===== src/design/rxbuf_pkg.sv =====
// constants shared by the receive buffer design
package rxbuf_pkg;
  // register offsets on the plain register port
  localparam logic [2:0] ADDR_DATA = 3'h0;
  localparam logic [2:0] ADDR_STAT = 3'h1;
  localparam logic [2:0] ADDR_CTRL = 3'h2;
  localparam logic [2:0] ADDR_IRQ = 3'h3;
  localparam logic [2:0] ADDR_MASK = 3'h4;
  localparam logic [2:0] ADDR_DIV = 3'h5;
  // status field positions
  localparam int STAT_FE = 0;
  localparam int STAT_OVR = 1;
  localparam int STAT_B8 = 2;
  localparam int STAT_AVAIL = 3;
  localparam int STAT_COMPAT = 4;
  // control field positions
  localparam int CTRL_EN = 0;
  localparam int CTRL_DBL = 1;
  localparam int CTRL_NINE = 2;
  // interrupt event positions
  localparam int IRQ_RX = 0;
  localparam int IRQ_FE = 1;
  localparam int IRQ_OVR = 2;
  localparam int IRQ_W = 3;
  // reset values
  localparam logic [2:0] CTRL_RST = 3'h1;
  localparam logic [15:0] DIV_RST = 16'h0035;
  // oversampling per bit in normal and double speed
  localparam logic [4:0] OVS_NORM = 5'h10;
  localparam logic [4:0] OVS_DBL = 5'h08;
endpackage


===== src/design/rx_buffer.sv =====
// receive buffer: two entry fifo with status per entry and legacy mode
//
// Added by the designer: strobed register access and the address map.
`timescale 1ns/100ps
`default_nettype none
// Notes on behaviour
// two entry receive fifo in normal mode
// legacy fuse disables fifo operation
// software reads data once per character
// flags and ninth bit stored per entry
// software reads status before data
// ninth bit reads zero after reset
// selectable double speed receive mode
// extra entry delays overrun by one character
// data read pops oldest, shows next
module rx_buffer (
  // clock and reset
  input wire logic clk,
  input wire logic srst,
  // fuse strap, static
  input wire logic legacy_compat_fuse,
  // serial line
  input wire logic rxd_pin,
  // register port
  input wire logic [2:0] addr,
  input wire logic [15:0] wdata,
  input wire logic wr,
  input wire logic rd,
  output logic [15:0] rdata,
  // interrupt
  output logic irq
);
  import rxbuf_pkg::*;
  // entry layout: {overrun, framing, ninth, data[7:0]}
  localparam int EW = 11;
  logic [EW-1:0] mem_q [2], mem_d [2]; // entry array
  logic [1:0] cnt_q, cnt_d; // entries held
  logic ovr_pend_q, ovr_pend_d; // overrun for next stored entry
  logic [2:0] ctrl_q, ctrl_d;
  logic [15:0] div_q, div_d;
  logic [IRQ_W-1:0] ist_q, ist_d, imask_q, imask_d;
  logic [15:0] rdata_d;
  logic irq_d;
  logic s1_q, s2_q; // line synchroniser
  logic f1_q, f2_q; // fuse strap synchroniser
  logic [EW-1:0] hd; // head entry, zero when empty
  logic fuse_q; // fuse captured while reset holds
  logic done, ferr;
  logic [8:0] fdata;
  logic [1:0] depth;
  logic pop;
  // entry as seen at the head, zero when empty
  function automatic logic [EW-1:0] head(input logic [1:0] n, input logic [EW-1:0] e);
    head = (n != 2'h0) ? e : '0;
  endfunction
  rx_serial u_rx (
    .clk(clk),
    .srst(srst),
    .enable(ctrl_q[CTRL_EN]),
    .dbl_speed(ctrl_q[CTRL_DBL]),
    .nine_bits(ctrl_q[CTRL_NINE]),
    .baud_div(div_q),
    .rxd(s2_q),
    .done(done),
    .data(fdata),
    .ferr(ferr)
  );
  // synchroniser and fuse capture; fuse sampled while reset holds
  always_ff @(posedge clk) begin
    s1_q <= rxd_pin;
    s2_q <= s1_q;
    // the strap is a pin: two flops before it is captured
    f1_q <= legacy_compat_fuse;
    f2_q <= f1_q;
    if (srst) begin
      fuse_q <= f2_q;
    end
  end
  // legacy mode keeps one entry: no queueing
  assign depth = fuse_q ? 2'h1 : 2'h2;
  assign pop = rd && (addr == ADDR_DATA) && (cnt_q != 2'h0);
  assign hd = head(cnt_q, mem_q[0]);
  // buffer, registers and interrupt next state
  always_comb begin
    logic [1:0] n;
    logic full;
    n = cnt_q;
    full = 1'b0;
    mem_d = mem_q;
    ovr_pend_d = ovr_pend_q;
    ctrl_d = ctrl_q;
    div_d = div_q;
    imask_d = imask_q;
    ist_d = ist_q;
    rdata_d = 16'h0000;
    // a read pops the oldest entry and shifts the next up
    if (pop) begin
      mem_d[0] = mem_q[1];
      n = cnt_q - 2'h1;
    end
    full = (n >= depth);
    if (done) begin
      if (full) begin
        // no room: the frame is lost, flag rides on next stored one
        ovr_pend_d = 1'b1;
        ist_d[IRQ_OVR] = 1'b1;
      end else begin
        // status kept with its character
        mem_d[n[0]] = {ovr_pend_q, ferr, fdata};
        ovr_pend_d = 1'b0;
        n = n + 2'h1;
        ist_d[IRQ_RX] = 1'b1;
        if (ferr) begin
          ist_d[IRQ_FE] = 1'b1;
        end
      end
    end
    cnt_d = n;
    // register writes; a same cycle set survives a clear by one only if the bit was clear
    if (wr) begin
      case (addr)
        ADDR_CTRL: ctrl_d = wdata[2:0];
        ADDR_DIV: div_d = wdata;
        ADDR_MASK: imask_d = wdata[IRQ_W-1:0];
        ADDR_IRQ: ist_d = ist_q & ~wdata[IRQ_W-1:0] | (ist_d & ~ist_q);
        default: ;
      endcase
    end
    // reads; status must come before data since data read pops
    if (rd) begin
      case (addr)
        ADDR_DATA: rdata_d = {8'h00, hd[7:0]};
        ADDR_STAT: begin
          rdata_d[STAT_FE] = hd[9];
          rdata_d[STAT_OVR] = hd[10];
          rdata_d[STAT_B8] = hd[8];
          rdata_d[STAT_AVAIL] = (cnt_q != 2'h0);
          rdata_d[STAT_COMPAT] = fuse_q;
        end
        ADDR_CTRL: rdata_d = {13'h0000, ctrl_q};
        ADDR_IRQ: rdata_d = {12'h000, ist_q};
        ADDR_MASK: rdata_d = {12'h000, imask_q};
        ADDR_DIV: rdata_d = div_q;
        default: rdata_d = 16'h0000;
      endcase
    end
    irq_d = |(ist_d & imask_d);
  end
  // state registers; entries clear so ninth bit reads zero
  always_ff @(posedge clk) begin
    if (srst) begin
      mem_q[0] <= '0;
      mem_q[1] <= '0;
      cnt_q <= 2'h0;
      ovr_pend_q <= 1'b0;
      ctrl_q <= CTRL_RST;
      div_q <= DIV_RST;
      ist_q <= '0;
      imask_q <= '0;
      rdata <= 16'h0000;
      irq <= 1'b0;
    end else begin
      mem_q <= mem_d;
      cnt_q <= cnt_d;
      ovr_pend_q <= ovr_pend_d;
      ctrl_q <= ctrl_d;
      div_q <= div_d;
      ist_q <= ist_d;
      imask_q <= imask_d;
      rdata <= rdata_d;
      irq <= irq_d;
    end
  end
endmodule
`default_nettype wire


===== src/design/rx_serial.sv =====
// serial frame receiver with normal and double speed oversampling
`timescale 1ns/100ps
`default_nettype none
module rx_serial (
  // clock and reset
  input wire logic clk,
  input wire logic srst,
  // configuration
  input wire logic enable,
  input wire logic dbl_speed,
  input wire logic nine_bits,
  input wire logic [15:0] baud_div,
  // synchronised line
  input wire logic rxd,
  // received frame
  output logic done,
  output logic [8:0] data,
  output logic ferr
);
  import rxbuf_pkg::*;
  typedef enum {IDLE, START, BITS, STOP} rx_state_t;
  rx_state_t st_q, st_d;
  logic [15:0] pre_q, pre_d; // baud prescaler
  logic [4:0] tick_q, tick_d; // ticks within bit
  logic [3:0] cnt_q, cnt_d; // data bits taken
  logic [8:0] sh_q, sh_d; // shift register
  logic done_d, ferr_d;
  logic [4:0] ovs, half;
  logic tick;
  logic [3:0] nbits;
  assign ovs = dbl_speed ? OVS_DBL : OVS_NORM;
  assign half = ovs >> 1;
  assign tick = (pre_q == 16'h0000);
  assign nbits = nine_bits ? 4'h9 : 4'h8;
  // next state of the frame sampler
  always_comb begin
    st_d = st_q;
    pre_d = tick ? baud_div : pre_q - 16'h0001;
    tick_d = tick_q;
    cnt_d = cnt_q;
    sh_d = sh_q;
    done_d = 1'b0;
    ferr_d = ferr;
    case (st_q)
      IDLE: begin
        tick_d = 5'h00;
        cnt_d = 4'h0;
        if (enable && !rxd) begin
          st_d = START;
          pre_d = baud_div;
        end
      end
      START: if (tick) begin
        tick_d = tick_q + 5'h01;
        // a start bit that is high at mid bit is a glitch
        if (tick_q == half - 5'h01) begin
          tick_d = 5'h00;
          st_d = rxd ? IDLE : BITS;
        end
      end
      BITS: if (tick) begin
        tick_d = tick_q + 5'h01;
        if (tick_q == ovs - 5'h01) begin
          tick_d = 5'h00;
          sh_d = {rxd, sh_q[8:1]};
          cnt_d = cnt_q + 4'h1;
          if (cnt_q == nbits - 4'h1) begin
            st_d = STOP;
          end
        end
      end
      STOP: if (tick) begin
        tick_d = tick_q + 5'h01;
        if (tick_q == ovs - 5'h01) begin
          st_d = IDLE;
          done_d = 1'b1;
          ferr_d = !rxd;
          // right align an eight bit frame
          sh_d = nine_bits ? sh_q : {1'b0, sh_q[8:1]};
        end
      end
      default: st_d = IDLE;
    endcase
  end
  // registers of the sampler
  always_ff @(posedge clk) begin
    if (srst) begin
      st_q <= IDLE;
      pre_q <= 16'h0000;
      tick_q <= 5'h00;
      cnt_q <= 4'h0;
      sh_q <= 9'h000;
      done <= 1'b0;
      ferr <= 1'b0;
    end else begin
      st_q <= st_d;
      pre_q <= pre_d;
      tick_q <= tick_d;
      cnt_q <= cnt_d;
      sh_q <= sh_d;
      done <= done_d;
      ferr <= ferr_d;
    end
  end
  assign data = sh_q;
endmodule
`default_nettype wire


===== config.mk =====
export PLATFORM = sky130hd
export DESIGN_NAME = rx_buffer
export DESIGN_NICKNAME = d
export VERILOG_FILES = /design/src/design/rxbuf_pkg.sv /design/src/design/rx_buffer.sv /design/src/design/rx_serial.sv
export SDC_FILE = /design/constraint.sdc
export NUM_CORES = 1
export LEC_CHECK = 0
export BUFFER_PORTS_ARGS = -buffer_cell sky130_fd_sc_hd__buf_4
export CORE_ASPECT_RATIO = 1.2
export CORE_MARGIN = 2
export CORE_UTILIZATION = 41
export CTS_CLUSTER_DIAMETER = 120
export DETAILED_ROUTE_END_ITERATION = 7
export GPL_TIMING_DRIVEN = 0
export PLACE_DENSITY_LB_ADDON = 0.25
export SKIP_CTS_REPAIR_TIMING = 1
export SYNTH_ARGS = -nofsm -noshare
export SYNTH_HDL_FRONTEND = slang
export SYNTH_SLANG_ARGS = --single-unit

===== constraint.sdc =====
create_clock -name clk -period 3.4 [get_ports clk]
set_input_delay 0.68 -clock clk [delete_from_list [all_inputs] [get_ports clk]]
set_output_delay 0.68 -clock clk [all_outputs]
set_load 0.01 [all_outputs]

## After elaboration in Yosys (flattened, before gate mapping)

Cells that the tools add are included.

| word-level totals | value |
|---|---|
| input port bits | 25 |
| word-level logic and storage cells | 140 |
| bits in registers | 140 |
| output and inout bits | 17 |

| cells by class | value |
|---|---|
| add/sub/neg operators | 8 |
| eq/ne operators | 20 |
| mux-type cells | 53 |
| reduce and logical (&&, ||, !) cells | 23 |
| magnitude comparators | 3 |
| bitwise logic cells | 11 |

Operator list:

| kind | number |
|---|---|
| two-way mux 32 bit | 8 |
| case mux 32 bit (4 select lines) | 1 |
| == test 32 x 2 -> 1 bit (second input constant) | 2 |
| two-way mux 16 bit | 3 |
| two-way mux 9 bit | 5 |
| two-way mux 22 bit | 2 |
| two-way mux 11 bit | 3 |
| == test 32 x 1 -> 1 bit (second input constant) | 1 |
| zero test 32 bit | 1 |
| two-way mux 5 bit | 6 |
| case mux 5 bit (6 select lines) | 1 |
| bitwise mux 22 bit | 1 |
| case mux 11 bit (2 select lines) | 1 |
| case mux 5 bit (4 select lines) | 1 |
| case mux 9 bit (2 select lines) | 1 |
| zero test 16 bit | 1 |
| != test 2 x 1 -> 1 bit (second input constant) | 8 |
| subtractor 16 x 1 -> 16 bit (second input constant) | 1 |
| two-way mux 3 bit | 5 |
| two-way mux 2 bit | 6 |
| demux 11 bit (select 1 bit) | 1 |
| == test 5 bit | 2 |
| AND 3 bit | 3 |
| two-way mux 4 bit | 2 |
| 33 further kinds | 52 |

## Logic depth before layout (Yosys ltp)

Gate-level depths: netlist (run 1).

| logic depth | value |
|---|---|
| depth in word-level cells | 13 |
| depth in mapped cells | 14 |
| depth with buffers taken out | 12 |

## Hierarchy

A second synthesis (run 1) with hierarchy kept.

| unflattened totals | value |
|---|---|
| cells, all modules | 543 |
| area, all modules | 4,867.2 µm² |

By module, submodules not included:

| module | cells an instance | instances | area an instance (µm²) |
|---|---|---|---|
| rx_buffer | 308 | 1 | 2,866.5 |
| rx_serial | 235 | 1 | 2,000.7 |

## Least setup slack after synthesis (run 1)

No wires, ideal clock.

| timing path | value |
|---|---|
| path kind | input-to-reg |
| from | input port addr[2] |
| to | register irq |
| path buffers | 1 |
| data arrival time | 2.621 ns |
| required time | 3.278 ns |
| cell stages on the path | 10 |
| setup slack | 0.657 ns |
| cells stage by stage | nor4_2 buf_4 nand2_1 mux2_2 inv_1 ha_1 inv_1 a31o_4 a41o_1 a221o_1 |

| between the ends | value |
|---|---|
| longest elaborated chain between the ends | 13 |

RTL lines:

| element | line | source |
|---|---|---|
| from (decl) | rx_buffer.sv:25 | `input wire logic [2:0] addr,` |
| zero test 3 bit | rx_buffer.sv:81 | `assign pop = rd && (addr == ADDR_DATA) && (cnt_q != 2'h0);` |
| logical AND 1 bit (2 in a row) | rx_buffer.sv:81 |  |
| two-way mux 2 bit | rx_buffer.sv:97 | `if (pop) begin` |
| >= comparator 2 bit | rx_buffer.sv:101 | `full = (n >= depth);` |
| two-way mux 2 bit / two-way mux 1 bit (equally long branches) | rx_buffer.sv:103 | `if (full) begin` |
| two-way mux 3 bit | rx_buffer.sv:102 | `if (done) begin` |
| AND 3 bit | rx_buffer.sv:125 | `ADDR_IRQ: ist_d = ist_q & ~wdata[IRQ_W-1:0] \| (ist_d & ~ist_q);` |
| bitwise OR 3 bit | rx_buffer.sv:125 |  |
| two-way mux 3 bit | rx_buffer.sv:121 | `case (addr)` |
| two-way mux 3 bit | rx_buffer.sv:120 | `if (wr) begin` |
| AND 3 bit (*) | rx_buffer.sv:147 | `irq_d = \|(ist_d & imask_d);` |
| OR reduction 3 bit (*) | rx_buffer.sv:147 |  |
| to (signal assigned) | rx_buffer.sv:171 | `irq <= irq_d;` |
| to (decl) | rx_buffer.sv:31 | `output logic irq` |

Every way passes the cells marked *; elsewhere a longest branch is shown, timed or not.
A chain may end at the register's enable or synchronous reset.

## Final worst setup path (run 1)

| timing path | value |
|---|---|
| from | register cnt_q[0] |
| to | register mem_q[13] (netlist name) |

| between the ends | value |
|---|---|
| longest elaborated chain between the ends | 11 |

RTL lines:

| element | line | source |
|---|---|---|
| from (decl) | rx_buffer.sv:37 | `logic [1:0] cnt_q, cnt_d;` |
| from (signal assigned) | rx_buffer.sv:164 | `cnt_q <= cnt_d;` |
| branches (longest 10 deep; another with subtractor 2 x 1 -> 2 bit) | -- |  |
| two-way mux 22 bit (*) | rx_buffer.sv:102 |  |
| to (signal assigned) | rx_buffer.sv:163 | `mem_q <= mem_d;` |
| to (decl) | rx_buffer.sv:36 | `logic [EW-1:0] mem_q [2], mem_d [2];` |

Mark *: on every way between the ends.

==> impl_metrics.tcl, run 1 <==
set metrics [dict create \
    outcome "complete, no violations" \
    r2r_slack_ps 390 \
    final_nets 623 \
    synth.avg_cell_area_um2 9.073 \
    synth-seq-cells 110 \
    grt_overflow 0 \
    num_vias 4087 \
    crit_type "flop to flop" \
    dpl.hpwl_mm 9.111 \
    fin_crit_sh_pct 88.52 \
    cp_slowest_cell "o2111ai_1" \
    synth_top_area_share_pct 44.46 \
    synthFlopType "dfxtp_1" \
    cp_max_fo 10 \
    clkTransAtPathRegs_ps 70 \
    ant_nets 0 \
    clk_latency_ps 350 \
    synth-edff-count 1 \
    cts_buffers 9 \
    syn_area_um2 4908 \
    fin_skew_ps 8.758 \
    stdcell_count 755 \
    startpoint_type "flop" \
    synth_fp_nets 571 \
    via_per_inst 5.413 \
    grt_max_degree 19 \
    crit_path_end_kind "flop" \
    coreArea_um2 11620 \
    synthCells 541 \
    multi_input_comb_area_um2 2509 \
    cp.buffers_inverters 5 \
    rows 43 \
    die-area_um2 12870 \
    tightestPinTransition_ps 671.6 \
    synthToLayoutAreaGrowth_pct 17.00 \
    crit_chain "inv_1 > ha_1 > nor4_2 > buf_4 > nand2_1 > mux2_2 > inv_1 > ha_1 > inv_1 > o2111ai_1 > buf_2 > nor2_1 > a311oi_1" \
    final_cell_mix "109 x dfxtp_1, 80 x nor2_1, 67 x nand2_1" \
    synth.distinct_cells 68 \
    final-max-slew-violation-count 0 \
    maxSlewHeadroom_pct 55.23 \
    rsz0062_at_grt "false" \
    clock_tree.root_cell "clkbuf_16" \
    finalWirelength_mm 12.37 \
    cpPeakStageDelay_ps 400 \
    required_ps 3660 \
    cp.arrival_ps 3270 \
    fillCellCount 1150 \
    setup_viol 0 \
    post_drt_wl_per_cell_um 16.38 \
    yosys_warnings 0 \
    clockBufferDepth 2 \
    grt_pass1_wl_mm 19.80 \
    fmax_mhz 332.3 \
    cts_tree "built" \
    hold_path_class "flop to flop" \
    start_util_pct 42.24 \
    antenna_found_initial 0 \
    seq_area_um2 2212 \
    drc 0 \
    pwr_density_cell_nw_per_um2 500.6 \
    layout_commonest_cell "dfxtp_1" \
    io_pins 42 \
    drt_iter0_drc 205 \
    die_h_um 123.9 \
    synth_top_cells_by_area "dfxtp_1 44%, nor2_1 6.1%, mux2i_1 5.5%" \
    hold_violations 0 \
    drv_cap 0 \
    first_pass_iters 4 \
    groute.usage.overall_pct 19.40 \
    async_flop_share_pct 0 \
    synth_top_area_cell "dfxtp_1" \
    setup_tns_ps 0 \
    portBuffers 41 \
    cp_top_family "buffers and inverters" \
    min_period_ps 3010 \
    die_w_um 103.9 \
    ys_seq_area_share_pct 45.07 \
    dp.cells 739 \
    clock_sinks 110 \
    cpMostUsedCell "inv_1" \
    h-tree-depth 3 \
    diodes 0 \
    grt_pass1_vias 3940 \
    finalPower_uw 2875 \
    gp_congestion 0.8357 \
    peakVddDrop_mv 0.3208 \
    power.leakage_uw 0.002175 \
    drive_gt1_share_pct 15.55 \
]
power by group:
part,internal (uW),switching (uW)
clock network,670,484
registers,1330,46.0
logic,136,206
path summary, 6_finish.rpt:
| check | startpoint | cells past startpoint | to |
|---|---|---|---|
| worst max-delay path | cnt_q[0]$_SDFF_PP0_ | 13 | mem_q[13]$_SDFF_PP0_ |
| worst min-delay path | f1_q$_DFF_P_ | 0 | f2_q$_DFF_P_ |
| worst max register to register | cnt_q[0]$_SDFF_PP0_ | 13 | mem_q[13]$_SDFF_PP0_ |
| worst min register to register | f1_q$_DFF_P_ | 0 | f2_q$_DFF_P_ |
state kept, by name, indices dropped and copies added, names as in the netlist, 3 cells and up, named ones only:
name         count
u_rx.cnt_q       4
ist_q            3
mem_q           11
u_rx.pre_q      16
u_rx.data        9
u_rx.tick_q      5
imask_q          3
ctrl_q           3
div_q           16
rdata           16
per-stage QoR:
| step | hold WS [ps] | setup slack [ps] | utilization, % | instance area (um2) |
|---|---|---|---|---|
| floorplan | 309.6 | 657.2 | - | 4908 |
| global placement | 313.3 | 149.3 | 46.58 | 5413 |
| detailed placement | 312.1 | 126.4 | 46.58 | 5413 |
| CTS | 328.5 | 376.5 | 49.42 | 5743 |
| global route | 350.0 | 148.8 | 49.42 | 5743 |
| finish | 328.2 | 390.5 | 49.42 | 5743 |
cell usage after synthesis, drive strengths merged, types with 2 or more instances:
| library cell | number |
|---|---|
| nor4b | 2 |
| nor2 | 80 |
| a311oi | 14 |
| a22o | 4 |
| nand2 | 67 |
| o21ai | 3 |
| mux2i | 27 |
| a211oi | 21 |
| dfxtp | 109 |
| nor3b | 4 |
| a21o | 3 |
| nand2b | 3 |
| and4 | 2 |
| nand4 | 8 |
| nand3 | 18 |
| and2 | 11 |
| nand3b | 8 |
| a31oi | 2 |
| clkbuf | 22 |
| o221ai | 3 |
| xor2 | 6 |
| a21oi | 22 |
| nor3 | 12 |
| nor4 | 8 |
| or4 | 2 |
| a22oi | 4 |
| inv | 12 |
| nor2b | 5 |
| or2 | 2 |
| buf | 10 |
| mux2 | 4 |
| a32oi | 2 |
| xnor2 | 12 |
| a211o | 3 |
| ha | 5 |
| or3 | 2 |
logic make-up (layout without fill, tap and decap cells):
| logic type | count (synthesis) | count (layout) | share of synthesized area (%) |
|---|---|---|---|
| AND/OR/NAND/NOR | 241 | 241 | 25.29 |
| flip-flops | 110 | 110 | 45.07 |
| AO/OA/AOI/OAI | 92 | 92 | 14.91 |
| buffers and inverters | 44 | 101 | 3.823 |
| multiplexers | 31 | 31 | 6.424 |
| XOR/XNOR | 18 | 18 | 3.212 |
| adder cells (fa/ha/maj) | 5 | 5 | 1.275 |
layer usage:
metal  GRT usage (%)  routed length (um)  vias to the layer above
li1                -                   -                     2026
met1           24.32                5553                     1963
met2           33.80                6095                       80
met3           2.564                 441                       18
met4           8.446                 280                        0
met5               0                   0                        -
area by class of cell:
class	count	area share, %
inverter	12	0.7843
tap	157	3.420
clock inverter	6	1.590
multi-input combinational	387	43.68
clock buffer	10	4.161
sequential	110	38.52
timing repair buffer	41	5.359
buffer	32	2.484
Note: power is estimated with default switching activity, not from simulation.
==> inputs of run 2 (changes only) <==
Settings changed: BUFFER_PORTS_ARGS -buffer_cell sky130_fd_sc_hd__buf_4 to -buffer_cell sky130_fd_sc_hd__buf_2, GPL_ROUTABILITY_DRIVEN set to 0.
==> run 2 against run 1 <==
Against the previous run:
- first-iteration DRC count rose by 29%
- register-to-register slack barely moved
- non-clock buffer count did not move
- cell area fell by 2.4%
- core utilization fell by 1.2 points
- highest routed layer unchanged
==> impl_metrics.tcl, run 2 (synthesis gave the netlist of run 1 again) <==
set metrics [dict create \
    clock_tree.root_cell "clkbuf_16" \
    placed_cell_area_um2 5310 \
    rows 43 \
    top_layer "met4" \
    layout_commonest_cell "dfxtp_1" \
    post_drt_wl_per_cell_um 16.27 \
    num_vias 4108 \
    final_cell_mix "109 x dfxtp_1, 80 x nor2_1, 67 x nand2_1" \
    drt_iter0_drc 265 \
    cp_top_family "buffers and inverters" \
    io_pins 42 \
    peakVddDrop_mv 0.2199 \
    grt_pass1_vias 3987 \
    grt_overflow 0 \
    die_w_um 103.9 \
    pwr_density_cell_nw_per_um2 492.0 \
    portBuffers 41 \
    clockBufferDepth 2 \
    startpoint_type "flop" \
    fillCellCount 1145 \
    antenna_found_initial 0 \
    synthToLayoutAreaGrowth_pct 14.15 \
    min_period_ps 3017 \
    seq_area_um2 2212 \
    clock_sinks 110 \
    final_nets 623 \
    clk_latency_ps 350 \
    cts_tree "built" \
    cp_max_fo 10 \
    hold_path_class "flop to flop" \
    die_h_um 123.9 \
    cp.buffers_inverters 5 \
    multi_input_comb_area_um2 2509 \
    cp.arrival_ps 3220 \
    final_cell_area_um2 5603 \
    finalWirelength_mm 12.28 \
    drive_gt1_share_pct 15.38 \
    dp.cells 739 \
    cpPeakStageDelay_ps 410 \
    grt_max_degree 19 \
    fmax_mhz 331.5 \
    h-tree-depth 3 \
    hold_violations 0 \
    maxSlewHeadroom_pct 54.69 \
    rsz0062_at_grt "false" \
    drv_cap 0 \
    finalPower_uw 2756 \
    wl_met2_mm 6.054 \
    hold_slack_ps 329.7 \
    crit_path_end_kind "flop" \
    stdcell_count 755 \
    power.leakage_uw 0.002138 \
    required_ps 3610 \
    via_per_inst 5.441 \
    cts_buffers 9 \
    clkTransAtPathRegs_ps 70 \
    cp_slowest_cell "clkbuf_1" \
    setup_viol 0 \
    outcome "complete, no violations" \
    first_pass_iters 4 \
    routed-wl-met3_um 458 \
    ant_nets 0 \
    coreArea_um2 11620 \
    grt_pass1_wl_mm 20.03 \
    cpMostUsedCell "inv_1" \
    groute.usage.overall_pct 19.59 \
    reg_top3 "div_q x16, rdata x16, u_rx.pre_q x16" \
    drc 0 \
    wl_met1_mm 5.547 \
    fin_skew_ps 7.491 \
    setup_tns_ps 0 \
    die-area_um2 12870 \
    crit_chain "inv_1 > ha_1 > nor4_2 > buf_4 > nand2_1 > mux2_2 > inv_1 > ha_1 > inv_1 > o2111ai_1 > clkbuf_1 > a311oi_1" \
    dpl.hpwl_mm 9.098 \
    crit_type "flop to flop" \
    start_util_pct 42.24 \
    diodes 0 \
    tightestPinTransition_ps 679.6 \
    final-max-slew-violation-count 0 \
    fin_crit_sh_pct 88.73 \
]
==> run 2: changes by cell type in the layout (fill, tap and decap cells not counted) <==
cell	change
bufinv_16	-2
inv_6	+1
clkbuf_8	-1
buf_4	-41
clkinv_2	+1
clkbuf_1	+1
buf_2	+41
inv_4	-1
clkbuf_16	+1
==> run 2: report_power, final <==
| part | leakage, uW | internal, uW | switching, uW |
|---|---|---|---|
| registers | 0.000894 | 1330 | 47.8 |
| logic | 0.00110 | 128 | 205 |
| clock network | 0.000142 | 548 | 496 |
| total | 0.00214 | 2010 | 749 |
==> run 2: final timing paths <==
| kind | startpoint | endpoint | slack [ps] | cells past startpoint |
|---|---|---|---|---|
| setup / recovery | cnt_q[0]$_SDFF_PP0_ | mem_q[21]$_SDFF_PP0_ | 380 | 12 |
| hold / removal | f1_q$_DFF_P_ | f2_q$_DFF_P_ | 330 | 0 |
| setup reg to reg | cnt_q[0]$_SDFF_PP0_ | mem_q[21]$_SDFF_PP0_ | 380 | 12 |
| hold reg to reg | f1_q$_DFF_P_ | f2_q$_DFF_P_ | 330 | 0 |
==> run 2: per-stage QoR <==
step           setup slack (ps)  utilization (%)
6_report                  383.1            48.21
3_3_place_gp              158.4            45.69
3_5_place_dp              149.1            45.69
4_1_cts                   388.5            48.21
5_1_grt                   131.4            48.21
2_1_floorplan             657.2                -
==> run 2: layout make-up <==
cell class              count  share of cell area (%)
well taps                 157                   3.506
multi-input cells         387                   44.77
clock inverters             5                  0.6923
plain buffers              32                   2.546
clock buffers              11                   4.533
repair buffers             41                   3.662
flip-flops and latches    110                   39.48
inverters                  12                  0.8039
==> run 2: worst reg2reg max path, stage by stage, from the launching register on <==
cell and delay [ps]:
dfxtp_1 310, inv_1 80, ha_1 270, nor4_2 260
buf_4 260, nand2_1 110, mux2_2 270, inv_1 50
ha_1 280, inv_1 60, o2111ai_1 350, clkbuf_1 420
a311oi_1 160
==> run 2: routing by layer <==
layer / vias up / track usage [%]
met5: - / 0
li1: 2019 / -
met2: 98 / 34.54
met4: 0 / 6.250
met1: 1972 / 24.68
met3: 19 / 3.244
==> inputs of run 3 (changes only) <==
Settings changed: CORE_UTILIZATION 41 to 60, CTS_BUF_LIST set to sky130_fd_sc_hd__clkbuf_8, RECOVER_POWER set to 100.
==> run 3 against run 2 <==
Against the previous run:
- clock power fell by 24%
- largest cell class unchanged
- sequential share of layout area rose by 2.3 points
- non-clock buffer count did not move
- core utilization rose by 18 points
- count of clock-buffer cells in the layout fell by 2
- combinational power fell by 11%
- worst setup slack got worse by 68 ps
- flip-flop and latch count did not move
- sequential power barely moved
==> impl_metrics.tcl, run 3 (synthesis gave the netlist of run 1 again) <==
set metrics [dict create \
    drt_iter0_drc 252 \
    fmax_mhz 324.2 \
    crit_start "cnt_q[0]$_SDFF_PP0_" \
    via_per_inst 6.000 \
    num_vias 4158 \
    pwr_density_cell_nw_per_um2 464.2 \
    dpl.hpwl_mm 8.642 \
    crit_chain "inv_1 > ha_1 > nor4_2 > buf_4 > nand2_1 > mux2_1 > inv_1 > ha_1 > inv_1 > o2111ai_1 > clkbuf_2 > nor2_1 > a311oi_1" \
    power.leakage_uw 0.001978 \
    io_pins 42 \
    diodes 0 \
    groute.usage.overall_pct 27.30 \
    cts_buffers 9 \
    whs_path_depth 0 \
    portBuffers 41 \
    cts_tree "built" \
    final_nets 623 \
    finalWirelength_mm 11.78 \
    clkTransAtPathRegs_ps 100 \
    min_period_ps 3085 \
    first_pass_iters 5 \
    cp.buffers_inverters 5 \
    fin_crit_sh_pct 90.73 \
    start_util_pct 61.22 \
    reg2reg_depth 13 \
    clock_tree.root_cell "clkbuf_8" \
    final-max-slew-violation-count 0 \
    tightestPinTransition_ps 1020 \
    cpMostUsedCell "inv_1" \
    crit_type "flop to flop" \
    reg2reg_from "cnt_q[0]$_SDFF_PP0_" \
    clockBufferDepth 2 \
    cp.depth 13 \
    hold_path_class "flop to flop" \
    drc 0 \
    fin_skew_ps 12.26 \
    rows 36 \
    crit_path_end "mem_q[11]$_SDFF_PP0_" \
    clk_latency_ps 380 \
    die-area_um2 8923 \
    grt_pass1_wl_mm 18.82 \
    setup_viol 0 \
    drive_gt1_share_pct 9.030 \
    cpPeakStageDelay_ps 370 \
    ant_nets 0 \
    reg_top3 "div_q x16, rdata x16, u_rx.pre_q x16" \
    r2r-end "mem_q[11]$_SDFF_PP0_" \
    drv_cap 0 \
    grt_max_degree 19 \
    clock_sinks 110 \
    coreArea_um2 8018 \
    required_ps 3690 \
    outcome "complete, no violations" \
    maxSlewHeadroom_pct 31.36 \
    final_cell_mix "109 x dfxtp_1, 80 x nor2_1, 67 x nand2_1" \
    hold_violations 0 \
    post_drt_wl_per_cell_um 16.99 \
    placed_cell_area_um2 5233 \
    grt_pass1_vias 3964 \
    startpoint_type "flop" \
    grt_overflow 0 \
    cp.arrival_ps 3370 \
    h-tree-depth 3 \
    peakVddDrop_mv 0.2126 \
    cp_max_fo 10 \
    rsz0062_at_grt "false" \
    final_cell_area_um2 5299 \
    die_w_um 86.57 \
    layout_commonest_cell "dfxtp_1" \
    crit_path_end_kind "flop" \
    die_h_um 103.1 \
    r2r_slack_ps 320 \
    setup_tns_ps 0 \
    cp_slowest_cell "o2111ai_1" \
    antenna_found_initial 0 \
    cp_top_family "buffers and inverters" \
    synthToLayoutAreaGrowth_pct 7.953 \
]
## run 3: cell count changes in the layout (fill, tap and decap cells not counted), sizes merged
cell,delta
bufinv,+1
buf,-27
clkbuf,+25
inv,+3
clkinv,-2
## run 3: worst min-delay path by stage
stage	startpoint	end	slack (ps)
5_1_grt	f1_q$_DFF_P_	f2_q$_DFF_P_	350
6_report	s1_q$_DFF_P_	s2_q$_DFF_P_	340
3_5_place_dp	f1_q$_DFF_P_	f2_q$_DFF_P_	310
3_3_place_gp	f1_q$_DFF_P_	f2_q$_DFF_P_	310
2_1_floorplan	f1_q$_DFF_P_	f2_q$_DFF_P_	310
4_1_cts	f1_q$_DFF_P_	f2_q$_DFF_P_	330
## run 3: through the flow
stage	utilization [%]	hold WS, ps	total power (uW)	setup WS (ps)	instances
2_1_floorplan	-	309.6	1646	657.2	541
4_1_cts	67.70	334.2	2509	341.0	693
5_1_grt	66.09	345.4	2559	80.14	693
3_3_place_gp	65.26	311.7	1723	170.3	677
3_5_place_dp	65.26	312.1	1736	117.1	677
6_report	66.09	335.1	2460	315.2	693
## run 3: cell type report
cell class | instances | area, um2
buffer | 32 | 130.1
clock buffer | 9 | 123.9
multi-input combinational | 387 | 2417
timing repair buffer | 41 | 180.2
inverter | 12 | 45.04
tap | 95 | 118.9
fill | 677 | 2719
sequential | 110 | 2212
clock inverter | 7 | 71.32
## run 3: worst register-to-register path, delay by kind of cell (launching register included)
family,cells,cell delay (ps)
buffers and inverters,5,790
AOI/OAI and AO/OA,2,610
adders and majority gates,2,560
and+or+nand+nor,3,450
DFF,1,330
muxes,1,250
## run 3: per-layer routing
layer / vias to the layer above / wire [um] / track usage [%]
met5: - / 0 / 0
met4: 0 / 461 / 15.99
met3: 37 / 537 / 3.763
met2: 137 / 5733 / 46.45
met1: 1961 / 5044 / 32.96
li1: 2023 / - / -
## run 3: report_power, final
group	switching, uW	internal (uW)	total, uW
Clock	443	344	787
Sequential	42.9	1330	1380
Combinational	187	110	298
Total	673	1790	2460
